File: src/common/rate_si_defs.vh
// Constants of the rate-select and signal-integrity register block.
// Assumes inclusion by bare name from the design files.
`ifndef RATE_SI_DEFS_VH
`define RATE_SI_DEFS_VH

// 7-bit 2-wire address of the diagnostics page (A2h as 8-bit)
`define DEV_ADDR            7'h51

// Byte offsets on the diagnostics page
`define OFS_TX_EQ_HIGH      8'h28
`define OFS_TX_EQ_LOW       8'h29
`define OFS_RX_OUTPUT_EMPHASIS_LEVEL_HIGH    8'h2A
`define OFS_RX_OUTPUT_EMPHASIS_LEVEL_LOW     8'h2B
`define OFS_CHECKSUM        8'h5F
`define OFS_STATUS_CTRL     8'h6E
`define OFS_SOFT_TX_POWER   8'h76

// Status/control byte fields
`define BIT_TX_PIN_STATE    5
`define BIT_RX_PIN_STATE    4
`define BIT_RX_RATE_CTRL    3

// Soft transmit rate / power level byte fields
`define BIT_TX_RATE_CTRL    3
`define BIT_POWER_STATE     1
`define BIT_POWER_SELECT    0

// Equalisation and emphasis fields
`define EQ_BOOST_BIT        0
`define OUTPUT_EMPHASIS_LEVEL_MSB            2
`define OUTPUT_EMPHASIS_LEVEL_LSB            0

// Reset and special values
`define SI_FACTORY_VALUE    8'h00
`define SI_RESTORE_CODE     8'hFF
`define CSUM_BASE_VALUE     8'h00
`define RATE_CTRL_RESET     1'b0
`define UNMAPPED_READ       8'h00

`endif

File: src/rtl/line_sampler.v
// Edge detector for one 2-wire bus line.
// Assumes the line is already synchronous to the core clock.
`timescale 1ns/1ps
module line_sampler (
  // Clock and reset
  input  wire clk,
  input  wire rst,
  // Line
  input  wire din,
  output wire level,
  output wire rise,
  output wire fall
);

  reg cur_r;
  reg prev_r;

  // Idle bus lines float high
  always @(posedge clk) begin
    if (rst) begin
      cur_r  <= 1'b1;
      prev_r <= 1'b1;
    end else begin
      cur_r  <= din;
      prev_r <= cur_r;
    end
  end

  assign level = cur_r;
  assign rise  = cur_r & ~prev_r;
  assign fall  = ~cur_r & prev_r;

endmodule

File: src/rtl/rate_path.v
// Rate decision for one direction: effective rate, clock-recovery use
// and the matching signal-integrity setting.
// Assumes pin and soft bit are synchronous to the core clock.
`timescale 1ns/1ps
module rate_path #(
  parameter W = 1
) (
  // Clock and reset
  input  wire         clk,
  input  wire         rst,
  // Rate sources
  input  wire         rate_pin,
  input  wire         rate_ctrl,
  // Settings per rate
  input  wire [W-1:0] set_high,
  input  wire [W-1:0] set_low,
  // Results
  output reg          rate_high,
  output reg          cdr_enable,
  output reg  [W-1:0] setting
);

  wire eff_high;

  assign eff_high = rate_pin | rate_ctrl;

  always @(posedge clk) begin
    if (rst) begin
      rate_high  <= 1'b0;
      cdr_enable <= 1'b0;
      setting    <= {W{1'b0}};
    end else begin
      rate_high  <= eff_high;
      cdr_enable <= eff_high;
      setting    <= eff_high ? set_high : set_low;
    end
  end

endmodule

File: src/rtl/rate_select_si_config.v
// Rate-select and signal-integrity configuration of an optical module,
// with its 2-wire management slave for the diagnostics page.
// Assumes SCL and SDA are synchronous to CORE_CLK and sampled at 200 MHz.
//
// Contract
// - Byte 118 bit 3 is the read/write soft transmit rate control.
// - Byte 118 bit 1 always reads zero, lowest power level.
// - Byte 118 bit 0 writes are ignored; power level stays zero.
// - Effective transmit rate is transmit pin OR soft transmit bit.
// - Transmit equalisation from byte 40 at high rate, byte 41 at low.
// - Only the equalisation LSB counts: zero none, one 6 dB boost.
// - Receive emphasis from byte 42 at high rate, byte 43 at low.
// - Emphasis level is the low three bits; zero means no emphasis.
// - Writing FFh to bytes 40 to 43 restores the zero dB default.
// - Checksum byte 95 is refreshed within 100 ms of any change.
// - Receive and transmit rates are set independently of each other.
// - Byte 110 bits 4 and 5 mirror receive and transmit pins.
// - Rates set by byte 110 bit 3 and byte 118 bit 3.
// - Both soft rate bits are low after power-on.
// - Effective receive rate is receive pin OR soft receive bit.
// - Soft commands take effect within 100 ms of the write.
`timescale 1ns/1ps
`include "rate_si_defs.vh"
module rate_select_si_config #(
  parameter [7:0] CSUM_BASE = `CSUM_BASE_VALUE
) (
  // Clock and reset
  input  wire       CORE_CLK,
  input  wire       SYS_RST,
  // 2-wire management interface
  input  wire       SCL_IN,
  input  wire       SDA_IN,
  output wire       SDA_OUT,
  output wire       SDA_OE,
  // Rate select pins
  input  wire       TX_RATE_SELECT_PIN,
  input  wire       RX_RATE_SELECT_PIN,
  // Transmit path controls
  output wire       TX_RATE_HIGH,
  output wire       TX_CDR_ENABLE,
  output wire       TX_EQ_BOOST,
  // Receive path controls
  output wire       RX_RATE_HIGH,
  output wire       RX_CDR_ENABLE,
  output wire [2:0] OUTPUT_EMPHASIS_LEVEL
);

  // Protocol states
  localparam [2:0] ST_IDLE  = 3'd0;
  localparam [2:0] ST_ADDR  = 3'd1;
  localparam [2:0] ST_AACK  = 3'd2;
  localparam [2:0] ST_WDATA = 3'd3;
  localparam [2:0] ST_WACK  = 3'd4;
  localparam [2:0] ST_RDATA = 3'd5;
  localparam [2:0] ST_RACK  = 3'd6;

  // Line events
  wire       scl_lvl;
  wire       scl_rise;
  wire       scl_fall;
  wire       sda_lvl;
  wire       sda_rise;
  wire       sda_fall;
  wire       start_det;
  wire       stop_det;

  // Protocol engine
  reg  [2:0] state_r;
  reg  [2:0] bit_cnt_r;
  reg  [7:0] shift_r;
  reg        full_r;
  reg        rw_r;
  reg        first_r;
  reg        nack_r;
  reg  [7:0] ptr_r;
  reg        sda_oe_r;

  // Write strobe towards the register file
  reg        wr_stb_r;
  reg  [7:0] wr_addr_r;
  reg  [7:0] wr_data_r;

  // Register file
  reg  [7:0] tx_eq_high_r;
  reg  [7:0] tx_eq_low_r;
  reg  [7:0] rx_output_emphasis_level_high_r;
  reg  [7:0] rx_output_emphasis_level_low_r;
  reg        tx_rate_control_r;
  reg        rx_rate_control_r;
  reg  [7:0] checksum_r;
  reg  [7:0] checksum_nxt;
  reg  [7:0] si_wr_value;
  reg  [7:0] rd_data;

  // Selected fields per direction
  wire       tx_eq_high_lsb;
  wire       tx_eq_low_lsb;
  wire [2:0] rx_output_emphasis_level_high_lvl;
  wire [2:0] rx_output_emphasis_level_low_lvl;

  line_sampler u_scl (
    .clk   (CORE_CLK),
    .rst   (SYS_RST),
    .din   (SCL_IN),
    .level (scl_lvl),
    .rise  (scl_rise),
    .fall  (scl_fall)
  );

  line_sampler u_sda (
    .clk   (CORE_CLK),
    .rst   (SYS_RST),
    .din   (SDA_IN),
    .level (sda_lvl),
    .rise  (sda_rise),
    .fall  (sda_fall)
  );

  // Data edges while the clock line is high frame a transfer
  assign start_det = sda_fall & scl_lvl;
  assign stop_det  = sda_rise & scl_lvl;

  // Open-drain: only ever pulls low
  assign SDA_OUT = 1'b0;
  assign SDA_OE  = sda_oe_r;

  // Byte served at the current pointer
  always @* begin
    rd_data = `UNMAPPED_READ;
    case (ptr_r)
      `OFS_TX_EQ_HIGH: begin
        rd_data = tx_eq_high_r;
      end
      `OFS_TX_EQ_LOW: begin
        rd_data = tx_eq_low_r;
      end
      `OFS_RX_OUTPUT_EMPHASIS_LEVEL_HIGH: begin
        rd_data = rx_output_emphasis_level_high_r;
      end
      `OFS_RX_OUTPUT_EMPHASIS_LEVEL_LOW: begin
        rd_data = rx_output_emphasis_level_low_r;
      end
      `OFS_CHECKSUM: begin
        rd_data = checksum_r;
      end
      `OFS_STATUS_CTRL: begin
        rd_data[`BIT_TX_PIN_STATE] = TX_RATE_SELECT_PIN;
        rd_data[`BIT_RX_PIN_STATE] = RX_RATE_SELECT_PIN;
        rd_data[`BIT_RX_RATE_CTRL] = rx_rate_control_r;
      end
      `OFS_SOFT_TX_POWER: begin
        rd_data[`BIT_TX_RATE_CTRL] = tx_rate_control_r;
        rd_data[`BIT_POWER_STATE]  = 1'b0;
        rd_data[`BIT_POWER_SELECT] = 1'b0;
      end
      default: begin
        rd_data = `UNMAPPED_READ;
      end
    endcase
  end

  // 2-wire slave: address byte, pointer byte, then data with auto-increment
  always @(posedge CORE_CLK) begin
    if (SYS_RST) begin
      state_r   <= ST_IDLE;
      bit_cnt_r <= 3'd0;
      shift_r   <= 8'h00;
      full_r    <= 1'b0;
      rw_r      <= 1'b0;
      first_r   <= 1'b0;
      nack_r    <= 1'b0;
      ptr_r     <= 8'h00;
      sda_oe_r  <= 1'b0;
      wr_stb_r  <= 1'b0;
      wr_addr_r <= 8'h00;
      wr_data_r <= 8'h00;
    end else begin
      wr_stb_r <= 1'b0;
      if (start_det) begin
        state_r   <= ST_ADDR;
        bit_cnt_r <= 3'd0;
        full_r    <= 1'b0;
        sda_oe_r  <= 1'b0;
      end else if (stop_det) begin
        state_r  <= ST_IDLE;
        full_r   <= 1'b0;
        sda_oe_r <= 1'b0;
      end else begin
        case (state_r)
          ST_IDLE: begin
            sda_oe_r <= 1'b0;
          end
          ST_ADDR: begin
            if (scl_rise) begin
              shift_r   <= {shift_r[6:0], sda_lvl};
              bit_cnt_r <= bit_cnt_r + 3'd1;
              full_r    <= (bit_cnt_r == 3'd7);
            end else if (scl_fall && full_r) begin
              full_r <= 1'b0;
              if (shift_r[7:1] == `DEV_ADDR) begin
                sda_oe_r <= 1'b1;
                rw_r     <= shift_r[0];
                first_r  <= ~shift_r[0];
                state_r  <= ST_AACK;
              end else begin
                state_r <= ST_IDLE;
              end
            end
          end
          ST_AACK: begin
            if (scl_fall) begin
              bit_cnt_r <= 3'd0;
              if (rw_r) begin
                shift_r  <= rd_data;
                sda_oe_r <= ~rd_data[7];
                state_r  <= ST_RDATA;
              end else begin
                sda_oe_r <= 1'b0;
                state_r  <= ST_WDATA;
              end
            end
          end
          ST_WDATA: begin
            if (scl_rise) begin
              shift_r   <= {shift_r[6:0], sda_lvl};
              bit_cnt_r <= bit_cnt_r + 3'd1;
              full_r    <= (bit_cnt_r == 3'd7);
            end else if (scl_fall && full_r) begin
              full_r   <= 1'b0;
              sda_oe_r <= 1'b1;
              state_r  <= ST_WACK;
              if (first_r) begin
                first_r <= 1'b0;
                ptr_r   <= shift_r;
              end else begin
                wr_stb_r  <= 1'b1;
                wr_addr_r <= ptr_r;
                wr_data_r <= shift_r;
                ptr_r     <= ptr_r + 8'h01;
              end
            end
          end
          ST_WACK: begin
            if (scl_fall) begin
              sda_oe_r  <= 1'b0;
              bit_cnt_r <= 3'd0;
              state_r   <= ST_WDATA;
            end
          end
          ST_RDATA: begin
            if (scl_fall) begin
              if (bit_cnt_r == 3'd7) begin
                bit_cnt_r <= 3'd0;
                sda_oe_r  <= 1'b0;
                ptr_r     <= ptr_r + 8'h01;
                state_r   <= ST_RACK;
              end else begin
                bit_cnt_r <= bit_cnt_r + 3'd1;
                shift_r   <= {shift_r[6:0], 1'b0};
                sda_oe_r  <= ~shift_r[6];
              end
            end
          end
          ST_RACK: begin
            if (scl_rise) begin
              nack_r <= sda_lvl;
            end else if (scl_fall) begin
              if (nack_r) begin
                state_r <= ST_IDLE;
              end else begin
                shift_r  <= rd_data;
                sda_oe_r <= ~rd_data[7];
                state_r  <= ST_RDATA;
              end
            end
          end
          default: begin
            state_r  <= ST_IDLE;
            sda_oe_r <= 1'b0;
          end
        endcase
      end
    end
  end

  // Restore code puts a setting back to its factory value
  always @* begin
    si_wr_value = wr_data_r;
    if (wr_data_r == `SI_RESTORE_CODE) begin
      si_wr_value = `SI_FACTORY_VALUE;
    end
  end

  // Register writes take effect the cycle after the data byte
  always @(posedge CORE_CLK) begin
    if (SYS_RST) begin
      tx_eq_high_r      <= `SI_FACTORY_VALUE;
      tx_eq_low_r       <= `SI_FACTORY_VALUE;
      rx_output_emphasis_level_high_r    <= `SI_FACTORY_VALUE;
      rx_output_emphasis_level_low_r     <= `SI_FACTORY_VALUE;
      tx_rate_control_r <= `RATE_CTRL_RESET;
      rx_rate_control_r <= `RATE_CTRL_RESET;
    end else if (wr_stb_r) begin
      case (wr_addr_r)
        `OFS_TX_EQ_HIGH: begin
          tx_eq_high_r <= si_wr_value;
        end
        `OFS_TX_EQ_LOW: begin
          tx_eq_low_r <= si_wr_value;
        end
        `OFS_RX_OUTPUT_EMPHASIS_LEVEL_HIGH: begin
          rx_output_emphasis_level_high_r <= si_wr_value;
        end
        `OFS_RX_OUTPUT_EMPHASIS_LEVEL_LOW: begin
          rx_output_emphasis_level_low_r <= si_wr_value;
        end
        `OFS_STATUS_CTRL: begin
          rx_rate_control_r <= wr_data_r[`BIT_RX_RATE_CTRL];
        end
        `OFS_SOFT_TX_POWER: begin
          // Power level select is not stored
          tx_rate_control_r <= wr_data_r[`BIT_TX_RATE_CTRL];
        end
        default: begin
          tx_rate_control_r <= tx_rate_control_r;
        end
      endcase
    end
  end

  // Checksum follows the settings one cycle after any change
  always @* begin
    checksum_nxt = CSUM_BASE + tx_eq_high_r + tx_eq_low_r
                 + rx_output_emphasis_level_high_r + rx_output_emphasis_level_low_r;
  end

  always @(posedge CORE_CLK) begin
    if (SYS_RST) begin
      checksum_r <= CSUM_BASE;
    end else begin
      checksum_r <= checksum_nxt;
    end
  end

  // Only the decoded fields reach the analog settings
  assign tx_eq_high_lsb   = tx_eq_high_r[`EQ_BOOST_BIT];
  assign tx_eq_low_lsb    = tx_eq_low_r[`EQ_BOOST_BIT];
  assign rx_output_emphasis_level_high_lvl = rx_output_emphasis_level_high_r[`OUTPUT_EMPHASIS_LEVEL_MSB:`OUTPUT_EMPHASIS_LEVEL_LSB];
  assign rx_output_emphasis_level_low_lvl  = rx_output_emphasis_level_low_r[`OUTPUT_EMPHASIS_LEVEL_MSB:`OUTPUT_EMPHASIS_LEVEL_LSB];

  // Each direction has its own pin and soft bit
  rate_path #(
    .W (1)
  ) u_tx_path (
    .clk        (CORE_CLK),
    .rst        (SYS_RST),
    .rate_pin   (TX_RATE_SELECT_PIN),
    .rate_ctrl  (tx_rate_control_r),
    .set_high   (tx_eq_high_lsb),
    .set_low    (tx_eq_low_lsb),
    .rate_high  (TX_RATE_HIGH),
    .cdr_enable (TX_CDR_ENABLE),
    .setting    (TX_EQ_BOOST)
  );

  rate_path #(
    .W (3)
  ) u_rx_path (
    .clk        (CORE_CLK),
    .rst        (SYS_RST),
    .rate_pin   (RX_RATE_SELECT_PIN),
    .rate_ctrl  (rx_rate_control_r),
    .set_high   (rx_output_emphasis_level_high_lvl),
    .set_low    (rx_output_emphasis_level_low_lvl),
    .rate_high  (RX_RATE_HIGH),
    .cdr_enable (RX_CDR_ENABLE),
    .setting    (OUTPUT_EMPHASIS_LEVEL)
  );

endmodule

File: config.mk
export PLATFORM = sky130hd
export DESIGN_NAME = rate_select_si_config
export DESIGN_NICKNAME = d
export VERILOG_FILES = /design/src/rtl/line_sampler.v /design/src/rtl/rate_path.v /design/src/rtl/rate_select_si_config.v
export VERILOG_INCLUDE_DIRS = /design/src /design/src/common
export SDC_FILE = /design/constraint.sdc
export NUM_CORES = 1
export LEC_CHECK = 0
export ABC_CLOCK_PERIOD_IN_PS = 3690
export BUFFER_PORTS_ARGS = -buffer_cell sky130_fd_sc_hd__buf_2
export CORE_MARGIN = 5
export CORE_UTILIZATION = 40
export DETAILED_ROUTE_END_ITERATION = 16
export GPL_ROUTABILITY_DRIVEN = 0
export PLACE_DENSITY = 0.65
export SLEW_MARGIN = 20
export SYNTH_ARGS = -nofsm -noshare
export SYNTH_HDL_FRONTEND = slang
export SYNTH_SLANG_ARGS = --single-unit
File: constraint.sdc
create_clock -name CORE_CLK -period 3.69 [get_ports CORE_CLK]
set_input_delay 0.9225 -clock CORE_CLK [delete_from_list [all_inputs] [get_ports CORE_CLK]]
set_output_delay 0.9225 -clock CORE_CLK [all_outputs]
set_load 0.02 [all_outputs]
==> results of run 1 <==
-- path summary, 6_finish.rpt --
path / from / endpoint / cells past startpoint
max: tx_eq_high_r[1] / checksum_r[7] / 9
min: bit_cnt_r[2] / bit_cnt_r[2] / 2
max reg2reg: tx_eq_high_r[1] / checksum_r[7] / 9
min reg2reg: bit_cnt_r[2] / bit_cnt_r[2] / 2
-- layout make-up --
cell class | instances | area, sq um
timing repair buffer | 16 | 85.1
multi-input combinational | 458 | 2980
inverter | 38 | 143
fill | 1306 | 7410
clock inverter | 4 | 51.3
sequential | 96 | 1920
clock buffer | 12 | 267
tap | 176 | 220
-- layer usage --
layer / global-route usage, % / share of wire, % / vias to the layer above / wire, um
li1: - / - / 2170 / -
met1: 22.1 / 45 / 2090 / 5800
met2: 28.1 / 48 / 109 / 6130
met3: 3.17 / 5.0 / 17 / 637
met4: 4.96 / 1.5 / 0 / 194
met5: 0 / 0 / - / 0
-- cells by family after synthesis --
| logic type | Yosys count | synth area share (%) |
|---|---|---|
| other cells | 1 | 0.0713 |
| xor+xnor | 10 | 1.66 |
| mux | 24 | 4.57 |
| buf+inv | 78 | 6.78 |
| fa+ha+maj | 27 | 8.42 |
| flops | 96 | 36.5 |
| simple gates | 234 | 22.0 |
| compound gates | 162 | 19.9 |
-- cell usage after synthesis, types with 4 or more instances --
cell / n
and4_1: 4
a211oi_1: 5
a22oi_1: 7
nor3_1: 8
nand4_1: 8
nand3b_1: 5
a21oi_1: 56
a31oi_1: 4
nand2b_1: 4
and2_1: 9
buf_2: 10
a221oi_1: 8
nand4b_1: 4
ha_1: 13
nor2_1: 114
o21ai_0: 41
nand2_1: 36
fa_1: 14
mux2i_1: 24
xnor2_1: 9
nand3_1: 7
a22o_1: 9
inv_1: 37
clkbuf_1: 19
nor2b_1: 9
or2_2: 5
a21o_1: 6
dfxtp_1: 96
-- flip-flops by register name (all words and copies together) (netlist names), 3 cells and up --
name                             cells
shift_r                              8
rx_output_emphasis_level_low_r       8
rx_output_emphasis_level_high_r      8
wr_data_r                            8
tx_eq_low_r                          8
bit_cnt_r                            3
u_rx_path.setting                    3
wr_addr_r                            8
ptr_r                                8
tx_eq_high_r                         8
checksum_r                           8
state_r                              3
-- critical path: stages, from the launching register on --
cell and delay, ns:
dfxtp_1 0.34, fa_1 0.57, fa_1 0.43, ha_1 0.25, fa_1 0.42, a211oi_1 0.29
o21ai_0 0.13, a21oi_1 0.19, xnor2_1 0.14, nor2_1 0.05
-- power by group through the flow --
stage	clock, mW	combinational, mW	sequential [mW]
3_5_place_dp	0	0.0872	1.08
6_report	0.986	0.0886	1.06
3_3_place_gp	0	0.0857	1.08
4_1_cts	1.00	0.0878	1.06
5_1_grt	1.05	0.0979	1.06
2_1_floorplan	0	0.0758	1.08
-- through the flow --
| step | worst slack, ns | instances |
|---|---|---|
| after CTS | 0.726 | 800 |
| after global routing | 0.500 | 800 |
| after floorplan | 0.924 | 632 |
| after detailed placement | 0.739 | 784 |
| final | 0.736 | 800 |
| after global placement | 0.815 | 784 |
==> results.sh, run 1 <==
export IMPL_syn_to_final_growth_pct=7.78
export IMPL_p_seq_share_pct=49.6
export IMPL_numCtsBuffers=9
export IMPL_power_leakage_nw=2.02
export IMPL_swShare_pct=22.6
export IMPL_fin_setup_tns_ns=0
export IMPL_die_h_um=125
export IMPL_finalCritPeriodShare_pct=80.1
export IMPL_drive_gt1_share_pct=7.69
export IMPL_critPathRequiredTime_ns=3.89
export IMPL_antenna_found_initial=0
export IMPL_drt_wl_total_mm=12.8
export IMPL_post_drt_wl_per_cell_um=16.0
export IMPL_fmax_mhz=339
export IMPL_cts_sinks=96
export IMPL_p_clk_share_pct=46.2
export IMPL_setup_viol=0
export IMPL_postLayoutCoreUtil_pct=43.3
export IMPL_ys_types=69
export IMPL_fin_crit_ns=2.95
export IMPL_grt_max_degree=82
export IMPL_finalHoldViolations=0
export IMPL_netlist_top_cells_area="dfxtp_1 (37%), nor2_1 (8.1%), a21oi_1 (5.3%), fa_1 (5.3%), mux2i_1 (4.6%)"
export IMPL_synth_edf_count=0
export IMPL_grt_pass1_vias=4281
export IMPL_power_mw=2.14
export IMPL_ioPinCount=16
export IMPL_cts_setup_buffers=0
export IMPL_portBuffers=14
export IMPL_avgViaCountPerCell=5.48
export IMPL_p_sw_mw=0.481
export IMPL_skew_ns=0.00823
export IMPL_rsz0062_at_grt="no"
export IMPL_cts_tree="done"
export IMPL_ys_warn_count=0
export IMPL_drv_cap=0
export IMPL_min_path_type="flip-flop to flip-flop"
export IMPL_synth_cells=632
export IMPL_r2r_slack_ns=0.74
export IMPL_synth_seq_cells=96
export IMPL_coreArea_sq_um=13100
export IMPL_ctsHoldBuffers=0
export IMPL_relSlewSlack_pct=42.4
export IMPL_n_antenna_cell=0
export IMPL_grt_pass1_wl_mm=21.6
export IMPL_combPwrFrac_pct=4.2
export IMPL_h_tree_depth=3
export IMPL_route_detailed_drc=0
export IMPL_synth_nets=665
export IMPL_dp_hpwl_mm=8.84
export IMPL_holdWs_ns=0.476
export IMPL_setup_worst_path_start_class="flip-flop"
export IMPL_cts_clk_slew_worst_paths_ns=0.07
export IMPL_grt_usage_pct=16.8
export IMPL_cp_max_fo=3
export IMPL_drv_slew=0
export IMPL_fin_nets=652
export IMPL_die_area_sq_um=15500
export IMPL_irDropWorstVdd_mv=0.221
export IMPL_status="completed"
export IMPL_cp_end_kind="flip-flop"
export IMPL_final_antenna_net_count=0
export IMPL_root_buffer="clkbuf_16"
export IMPL_synth_area_per_cell_sq_um=8.32
export IMPL_synth_top_area_share_pct=36.5
export IMPL_cts_repair_resized=0
export IMPL_cts_buffer_depth=2
export IMPL_vias=4386
export IMPL_placed_area_sq_um=5350
export IMPL_overflow=0
export IMPL_synthFlopType="dfxtp_1"
export IMPL_die_w_um=125
export IMPL_synth_area_sq_um=5260
export IMPL_floorplan_rows=42
export IMPL_seq_area_frac_synth_pct=36.5
export IMPL_arrival_ns=3.16
export IMPL_firstDrtPassIters=5
export IMPL_p_per_area_nw_per_um2=377
export IMPL_final_cell_mix="nor2_1 (114), dfxtp_1 (96), a21oi_1 (56), o21ai_0 (41), inv_1 (37)"
export IMPL_intPower_mw=1.65
export IMPL_final_area_sq_um=5670
export IMPL_tightestPinTransition_ns=0.863
export IMPL_critPathKind="flip-flop to flip-flop"
export IMPL_initial_utilization_pct=40.2
export IMPL_clkLatencyLatePin_ns=0.34
export IMPL_final_common_cell="nor2_1"
export IMPL_yosysTopAreaCell="dfxtp_1"
export IMPL_async_reset_ff_share_pct=0
export IMPL_drt_first_iter_violations=341
Power figures use the tool's default switching activity.
==> inputs of run 2 (changes only) <==
- ABC_AREA: default -> 1
- ABC_CLOCK_PERIOD_IN_PS: 3690 -> 2900
- clock period: 3.69 -> 2.9 ns (I/O delays scaled with it)
==> run 2 against run 1 <==
Against the previous run: sequential power rose by 38%; largest power group unchanged; cell count up 14%; via count is 3.9% higher.
==> results.sh, run 2 <==
export IMPL_status="completed"
export IMPL_cts_tree="done"
export IMPL_final_common_cell="nand2_1"
export IMPL_grt_use_met3_pct=4.68
export IMPL_arrival_ns=2.96
export IMPL_avgViaCountPerCell=4.98
export IMPL_floorplan_rows=41
export IMPL_rsz0062_at_grt="no"
export IMPL_numCtsBuffers=9
export IMPL_use_met1_pct=23.9
export IMPL_power_leakage_nw=2.30
export IMPL_critPathBufInv=0
export IMPL_layout_cells_non_filler=915
export IMPL_synth_most_common_cell="nand2_1"
export IMPL_synth_fa_ha_area_share_pct=8.55
export IMPL_cts_buffer_depth=2
export IMPL_die_area_sq_um=15300
export IMPL_ioPinCount=16
export IMPL_drive_gt1_share_pct=9.29
export IMPL_max_stage_delay_ns=0.57
export IMPL_die_h_um=124
export IMPL_muxShareOfSynthArea_pct=0
export IMPL_synth_compound_area_share_pct=17.7
export IMPL_cpLargestDelayFamily="adder cells"
export IMPL_regArea_sq_um=1920
export IMPL_coreArea_sq_um=12700
export IMPL_multi_input_area_sq_um=2740
export IMPL_finalHoldViolations=0
export IMPL_yosys_area_share_simple_pct=25.6
export IMPL_antenna_found_initial=2
export IMPL_min_from="full_r"
export IMPL_cts_sinks=96
export IMPL_clkLatencyLatePin_ns=0.35
export IMPL_grt_busiest_layer="met2"
export IMPL_skew_ns=0.00576
export IMPL_crit_chain="fa_1 -> fa_1 -> ha_1 -> fa_2 -> nand3_1 -> nand2_1 -> a21oi_1 -> nor2_1 -> nor2_1 -> nand3_1 -> nand2_1 -> nor2_1"
export IMPL_finalCritPeriodShare_pct=93.9
export IMPL_firstDrtPassIters=5
export IMPL_synthFlopType="dfxtp_1"
export IMPL_cts_clk_slew_worst_paths_ns=0.06
export IMPL_drv_slew=0
export IMPL_netlist_top_cells_count="nand2_1 (110), inv_1 (103), nor2_1 (102)"
export IMPL_p_per_area_nw_per_um2=564
export IMPL_grt_usage_pct=17.8
export IMPL_cp_end_kind="flip-flop"
export IMPL_netlist_top_cells_area="dfxtp_1 (37%), nand2_1 (8.0%), inv_1 (7.5%), a21oi_1 (7.4%), nor2_1 (7.4%)"
export IMPL_synth_area_per_cell_sq_um=7.09
export IMPL_seq_area_frac_synth_pct=37.1
export IMPL_cts_setup_buffers=0
export IMPL_async_reset_ff_share_pct=0
export IMPL_h_tree_depth=3
export IMPL_fillers=1307
export IMPL_critPathRequiredTime_ns=3.14
export IMPL_grt_max_degree=55
export IMPL_initial_utilization_pct=40.9
export IMPL_placed_cells=902
export IMPL_synth_xor_area_share_pct=0.845
export IMPL_fin_crit_ns=2.72
export IMPL_ctsHoldBuffers=0
export IMPL_synth_cells=731
export IMPL_ys_warn_count=0
export IMPL_dp_hpwl_mm=9.42
export IMPL_yosysTopAreaCell="dfxtp_1"
export IMPL_synth_edf_count=0
export IMPL_route_detailed_drc=0
export IMPL_final_cell_mix="nand2_1 (110), inv_1 (103), nor2_1 (102), dfxtp_1 (96), a21oi_1 (77)"
export IMPL_n_antenna_cell=0
export IMPL_fin_nets=774
export IMPL_grt_pass1_wl_mm=21.3
export IMPL_relSlewSlack_pct=53.1
export IMPL_critPathKind="flip-flop to flip-flop"
export IMPL_fin_setup_tns_ns=0
export IMPL_min_path_type="flip-flop to flip-flop"
export IMPL_synth_area_sq_um=5180
export IMPL_vias=4556
export IMPL_irDropWorstVdd_mv=0.287
export IMPL_synth_seq_cells=96
export IMPL_reg2reg_from="tx_eq_high_r[1]"
export IMPL_critPathLaunch="tx_eq_high_r[1]"
export IMPL_fmax_mhz=367
export IMPL_cp_max_fo=3
export IMPL_syn_to_final_growth_pct=9.68
export IMPL_synth_top_family_by_area="simple AND/OR/NAND/NOR gates"
export IMPL_grt_pass1_vias=4237
export IMPL_synth_nets=764
export IMPL_cpMostUsedCell="nor2_1"
export IMPL_ys_types=41
export IMPL_setup_worst_path_start_class="flip-flop"
export IMPL_setup_viol=0
export IMPL_use_met2_pct=27.6
export IMPL_drt_first_iter_violations=448
export IMPL_portBuffers=14
export IMPL_die_w_um=124
export IMPL_drv_cap=0
export IMPL_overflow=0
export IMPL_crit_path_top_delay_cell="fa_1"
export IMPL_drt_wl_total_mm=12.9
export IMPL_root_buffer="clkbuf_16"
export IMPL_cts_repair_resized=0
export IMPL_synth_top_area_share_pct=37.1
export IMPL_tightestPinTransition_ns=0.702
export IMPL_post_drt_wl_per_cell_um=14.1
export IMPL_final_antenna_net_count=0
run 2: power by group:
part           internal, mW  leakage, nW  switching (mW)
registers              1.38        0.776          0.0805
clock network         0.613        0.130           0.491
logic                 0.203         1.40           0.435
run 2: logic make-up (layout without fill, tap and decap cells):
| group | after synthesis | count (layout) |
|---|---|---|
| compound gates | 171 | 171 |
| buf+inv | 132 | 144 |
| fa+ha+maj | 27 | 27 |
| flops | 96 | 96 |
| other cells | 1 | 1 |
| xor+xnor | 5 | 5 |
| simple gates | 299 | 299 |
run 2: final timing paths:
check                                      to  slack [ns]  cells past startpoint
worst min register to register         full_r        0.46                      2
worst max register to register  checksum_r[7]        0.18                     12
worst max-delay path            checksum_r[7]        0.18                     12
worst min-delay path                   full_r        0.46                      2
run 2: cell type report:
| cell class | instances | share of cell area (%) |
|---|---|---|
| Multi-Input combinational cell | 503 | 48.2 |
| Clock inverter | 1 | 0.0881 |
| Tap cell | 172 | 3.79 |
| Clock buffer | 12 | 4.51 |
| Sequential cell | 96 | 33.8 |
| Inverter | 110 | 7.27 |
| Timing Repair Buffer | 21 | 2.38 |
run 2: through the flow:
stage          util, %  worst slack (ns)  instance area, sq um  hold slack (ns)  total power [mW]
2_1_floorplan        -             0.292                  5180            0.439              1.98
3_3_place_gp      42.8             0.167                  5420            0.451              2.12
3_5_place_dp      42.8             0.147                  5420            0.452              2.12
4_1_cts           44.8             0.141                  5680            0.461              3.21
5_1_grt           44.9            0.0331                  5680            0.500              3.38
6_report          44.9             0.176                  5680            0.464              3.20
run 2: per-layer routing:
layer,part of all wire [%],up-vias
met5,0.16,-
met4,1.9,4
met3,5.6,22
met2,45,107
met1,47,2036
li1,-,2387
run 2: tightest hold or removal path: cells and delay by family, from the launching register on:
family / cells / cell delay [ns]
flops: 1 / 0.31
simple gates: 1 / 0.06
compound gates: 1 / 0.05
==> inputs of run 3 (changes only) <==
- CORE_MARGIN: 5 -> default
- CTS_CLUSTER_DIAMETER: default -> 60
- SYNTH_HIERARCHICAL: default -> 1
==> run 3 against run 2 <==
Against the previous run: combinational power down 3.5%; die area decreased by 9.9%; hold slack better by 0.0072 ns; setup slack worse by 0.039 ns; sequential share of layout area fell by 0.95 points; clock skew grew 0.0051 ns; sequential cell count did not move; first-iteration DRC count is 7.4% lower; total power up 5.1%; register-to-register slack worse by 0.04 ns; critical path type unchanged; largest power group unchanged.
==> results.sh, run 3 <==
export IMPL_synth_area_sq_um=5340
export IMPL_placed_area_sq_um=5520
export IMPL_setup_worst_path_start_class="flip-flop"
export IMPL_clkLatencyLatePin_ns=0.36
export IMPL_antenna_found_initial=0
export IMPL_synth_seq_cells=96
export IMPL_relSlewSlack_pct=34.5
export IMPL_postLayoutCoreUtil_pct=45.6
export IMPL_floorplan_rows=41
export IMPL_h_tree_depth=3
export IMPL_p_seq_share_pct=43.2
export IMPL_post_place_ws_ns=0.145
export IMPL_grt_pass1_wl_mm=22.5
export IMPL_intPower_mw=2.34
export IMPL_portBuffers=14
export IMPL_synth_most_common_cell="nand2_1"
export IMPL_numCtsBuffers=9
export IMPL_critPathKind="flip-flop to flip-flop"
export IMPL_holdWs_ns=0.471
export IMPL_final_area_sq_um=5850
export IMPL_status="completed"
export IMPL_overflow=0
export IMPL_cp_max_fo=3
export IMPL_min_path_type="flip-flop to flip-flop"
export IMPL_firstDrtPassIters=7
export IMPL_die_h_um=118
export IMPL_cts_setup_buffers=0
export IMPL_ioPinCount=16
export IMPL_fin_setup_tns_ns=0
export IMPL_setup_viol=0
export IMPL_drt_first_iter_violations=415
export IMPL_grt_usage_pct=20.5
export IMPL_swShare_pct=30.5
export IMPL_tightestPinTransition_ns=0.976
export IMPL_placed_cells=913
export IMPL_avgViaCountPerCell=5.06
export IMPL_n_antenna_cell=0
export IMPL_die_w_um=118
export IMPL_synthFlopType="dfxtp_1"
export IMPL_power_leakage_nw=2.41
export IMPL_p_sw_mw=1.03
export IMPL_drv_slew=0
export IMPL_rsz0062_at_grt="no"
export IMPL_synth_edf_count=0
export IMPL_root_buffer="clkbuf_16"
export IMPL_cts_clk_slew_worst_paths_ns=0.07
export IMPL_worst_slack_ns=0.137
export IMPL_coreArea_sq_um=12800
export IMPL_drv_cap=0
export IMPL_grt_max_degree=49
export IMPL_ctsHoldBuffers=0
export IMPL_p_clk_share_pct=38.6
export IMPL_route_detailed_drc=0
export IMPL_synth_nets=780
export IMPL_vias=4699
export IMPL_cts_sinks=96
export IMPL_yosysTopAreaCell="dfxtp_1"
export IMPL_final_cell_mix="nand2_1 (139), inv_1 (113), dfxtp_1 (96), nor2_1 (86), a21oi_1 (76)"
export IMPL_initial_utilization_pct=41.6
export IMPL_final_antenna_net_count=0
export IMPL_layout_cells_non_filler=929
export IMPL_fmax_mhz=362
export IMPL_fin_nets=785
export IMPL_die_area_sq_um=13800
export IMPL_async_reset_ff_share_pct=0
export IMPL_ys_types=44
export IMPL_cts_buffer_depth=2
export IMPL_cts_tree="done"
export IMPL_dp_hpwl_mm=9.49
export IMPL_syn_to_final_growth_pct=9.57
export IMPL_seq_area_frac_synth_pct=36.0
export IMPL_netlist_top_cells_area="dfxtp_1 (36%), nand2_1 (9.8%), inv_1 (7.9%), a21oi_1 (7.1%), nor2_1 (6.0%)"
export IMPL_netlist_top_cells_count="nand2_1 (139), inv_1 (113), dfxtp_1 (96)"
export IMPL_finalHoldViolations=0
export IMPL_fin_crit_ns=2.76
export IMPL_critPathRequiredTime_ns=3.16
export IMPL_irDropWorstVdd_mv=0.305
export IMPL_post_drt_wl_per_cell_um=14.2
export IMPL_synth_top_area_share_pct=36.0
export IMPL_finalCritPeriodShare_pct=95.3
export IMPL_power_mw=3.37
export IMPL_drt_wl_total_mm=13.2
export IMPL_synth_cells=747
export IMPL_arrival_ns=3.02
export IMPL_cp_end_kind="flip-flop"
export IMPL_drive_gt1_share_pct=8.98
export IMPL_cts_repair_resized=0
export IMPL_skew_ns=0.0109
export IMPL_combPwrFrac_pct=18.3
export IMPL_grt_pass1_vias=4423
export IMPL_p_per_area_nw_per_um2=576
export IMPL_synth_area_per_cell_sq_um=7.14
export IMPL_final_common_cell="nand2_1"
export IMPL_ys_warn_count=6
==> run 3: cell types whose count changed in the layout (fill, tap and decap cells not counted), sizes merged, moves of 3 or more <==
cell | before | now
a21oi | 82 | 78
inv | 110 | 118
nand2 | 116 | 146
nand3 | 40 | 37
nand4 | 11 | 6
nor2 | 109 | 96
nor4 | 2 | 5
o21a | 2 | 9
o21ai | 71 | 62
or2 | 4 | 0
==> run 3: layer usage <==
| metal | part of all wire (%) | up-vias | GRT usage (%) | wire (um) |
|---|---|---|---|---|
| met5 | 0 | - | 0 | 0 |
| met4 | 1.8 | 0 | 8.09 | 244 |
| met3 | 4.8 | 17 | 3.59 | 637 |
| met2 | 44 | 106 | 31.4 | 5860 |
| met1 | 49 | 2165 | 28.7 | 6490 |
| li1 | - | 2411 | - | - |
==> run 3: path summary, 6_finish.rpt <==
check / from / end / slack (ns) / cells after the start
worst max-delay path: tx_eq_high_r[1] / checksum_r[7] / 0.14 / 12
worst min-delay path: bit_cnt_r[1] / bit_cnt_r[1] / 0.47 / 2
worst max register to register: tx_eq_high_r[1] / checksum_r[7] / 0.14 / 12
worst min register to register: bit_cnt_r[1] / bit_cnt_r[1] / 0.47 / 2
==> run 3: logic make-up (layout without fill, tap and decap cells) <==
kind of cell             count (synthesis)  in the layout  synth area share (%)
XOR/XNOR                                 7              7                  1.15
other                                    1              1                0.0703
flip-flops                              96             96                  36.0
adder cells (fa/ha/maj)                 27             27                  8.30
multiplexers                             1              1                 0.188
AO/OA/AOI/OAI                          164            164                  16.6
buffers and inverters                  143            153                  11.0
AND/OR/NAND/NOR                        308            308                  26.6
==> run 3: power groups by stage <==
| stage | combinational, mW | sequential (mW) | clock (mW) |
|---|---|---|---|
| after floorplan | 0.495 | 1.47 | 0 |
| after global placement | 0.609 | 1.48 | 0 |
| after detailed placement | 0.611 | 1.48 | 0 |
| after CTS | 0.614 | 1.45 | 1.32 |
| after global routing | 0.705 | 1.46 | 1.39 |
| final | 0.615 | 1.45 | 1.30 |
==> run 3: worst max-delay path: stages, from the launching register on <==
cell and delay [ns]:
dfxtp_1 0.34, fa_1 0.57, fa_1 0.42, ha_1 0.25
fa_1 0.42, nand3_1 0.10, nand2_1 0.09, a21oi_1 0.13
nor2_1 0.05, nor2_1 0.11, nand2_1 0.06, nand2_1 0.07
nor2_1 0.04
==> run 3: final cells by class <==
class / instances / area (sq um)
clock buffers: 13 / 280
clock inverters: 3 / 46.3
fillers: 1323 / 6980
inverters: 118 / 449
multi-input cells: 508 / 2830
flip-flops and latches: 96 / 1920
well taps: 172 / 215
repair buffers: 19 / 108
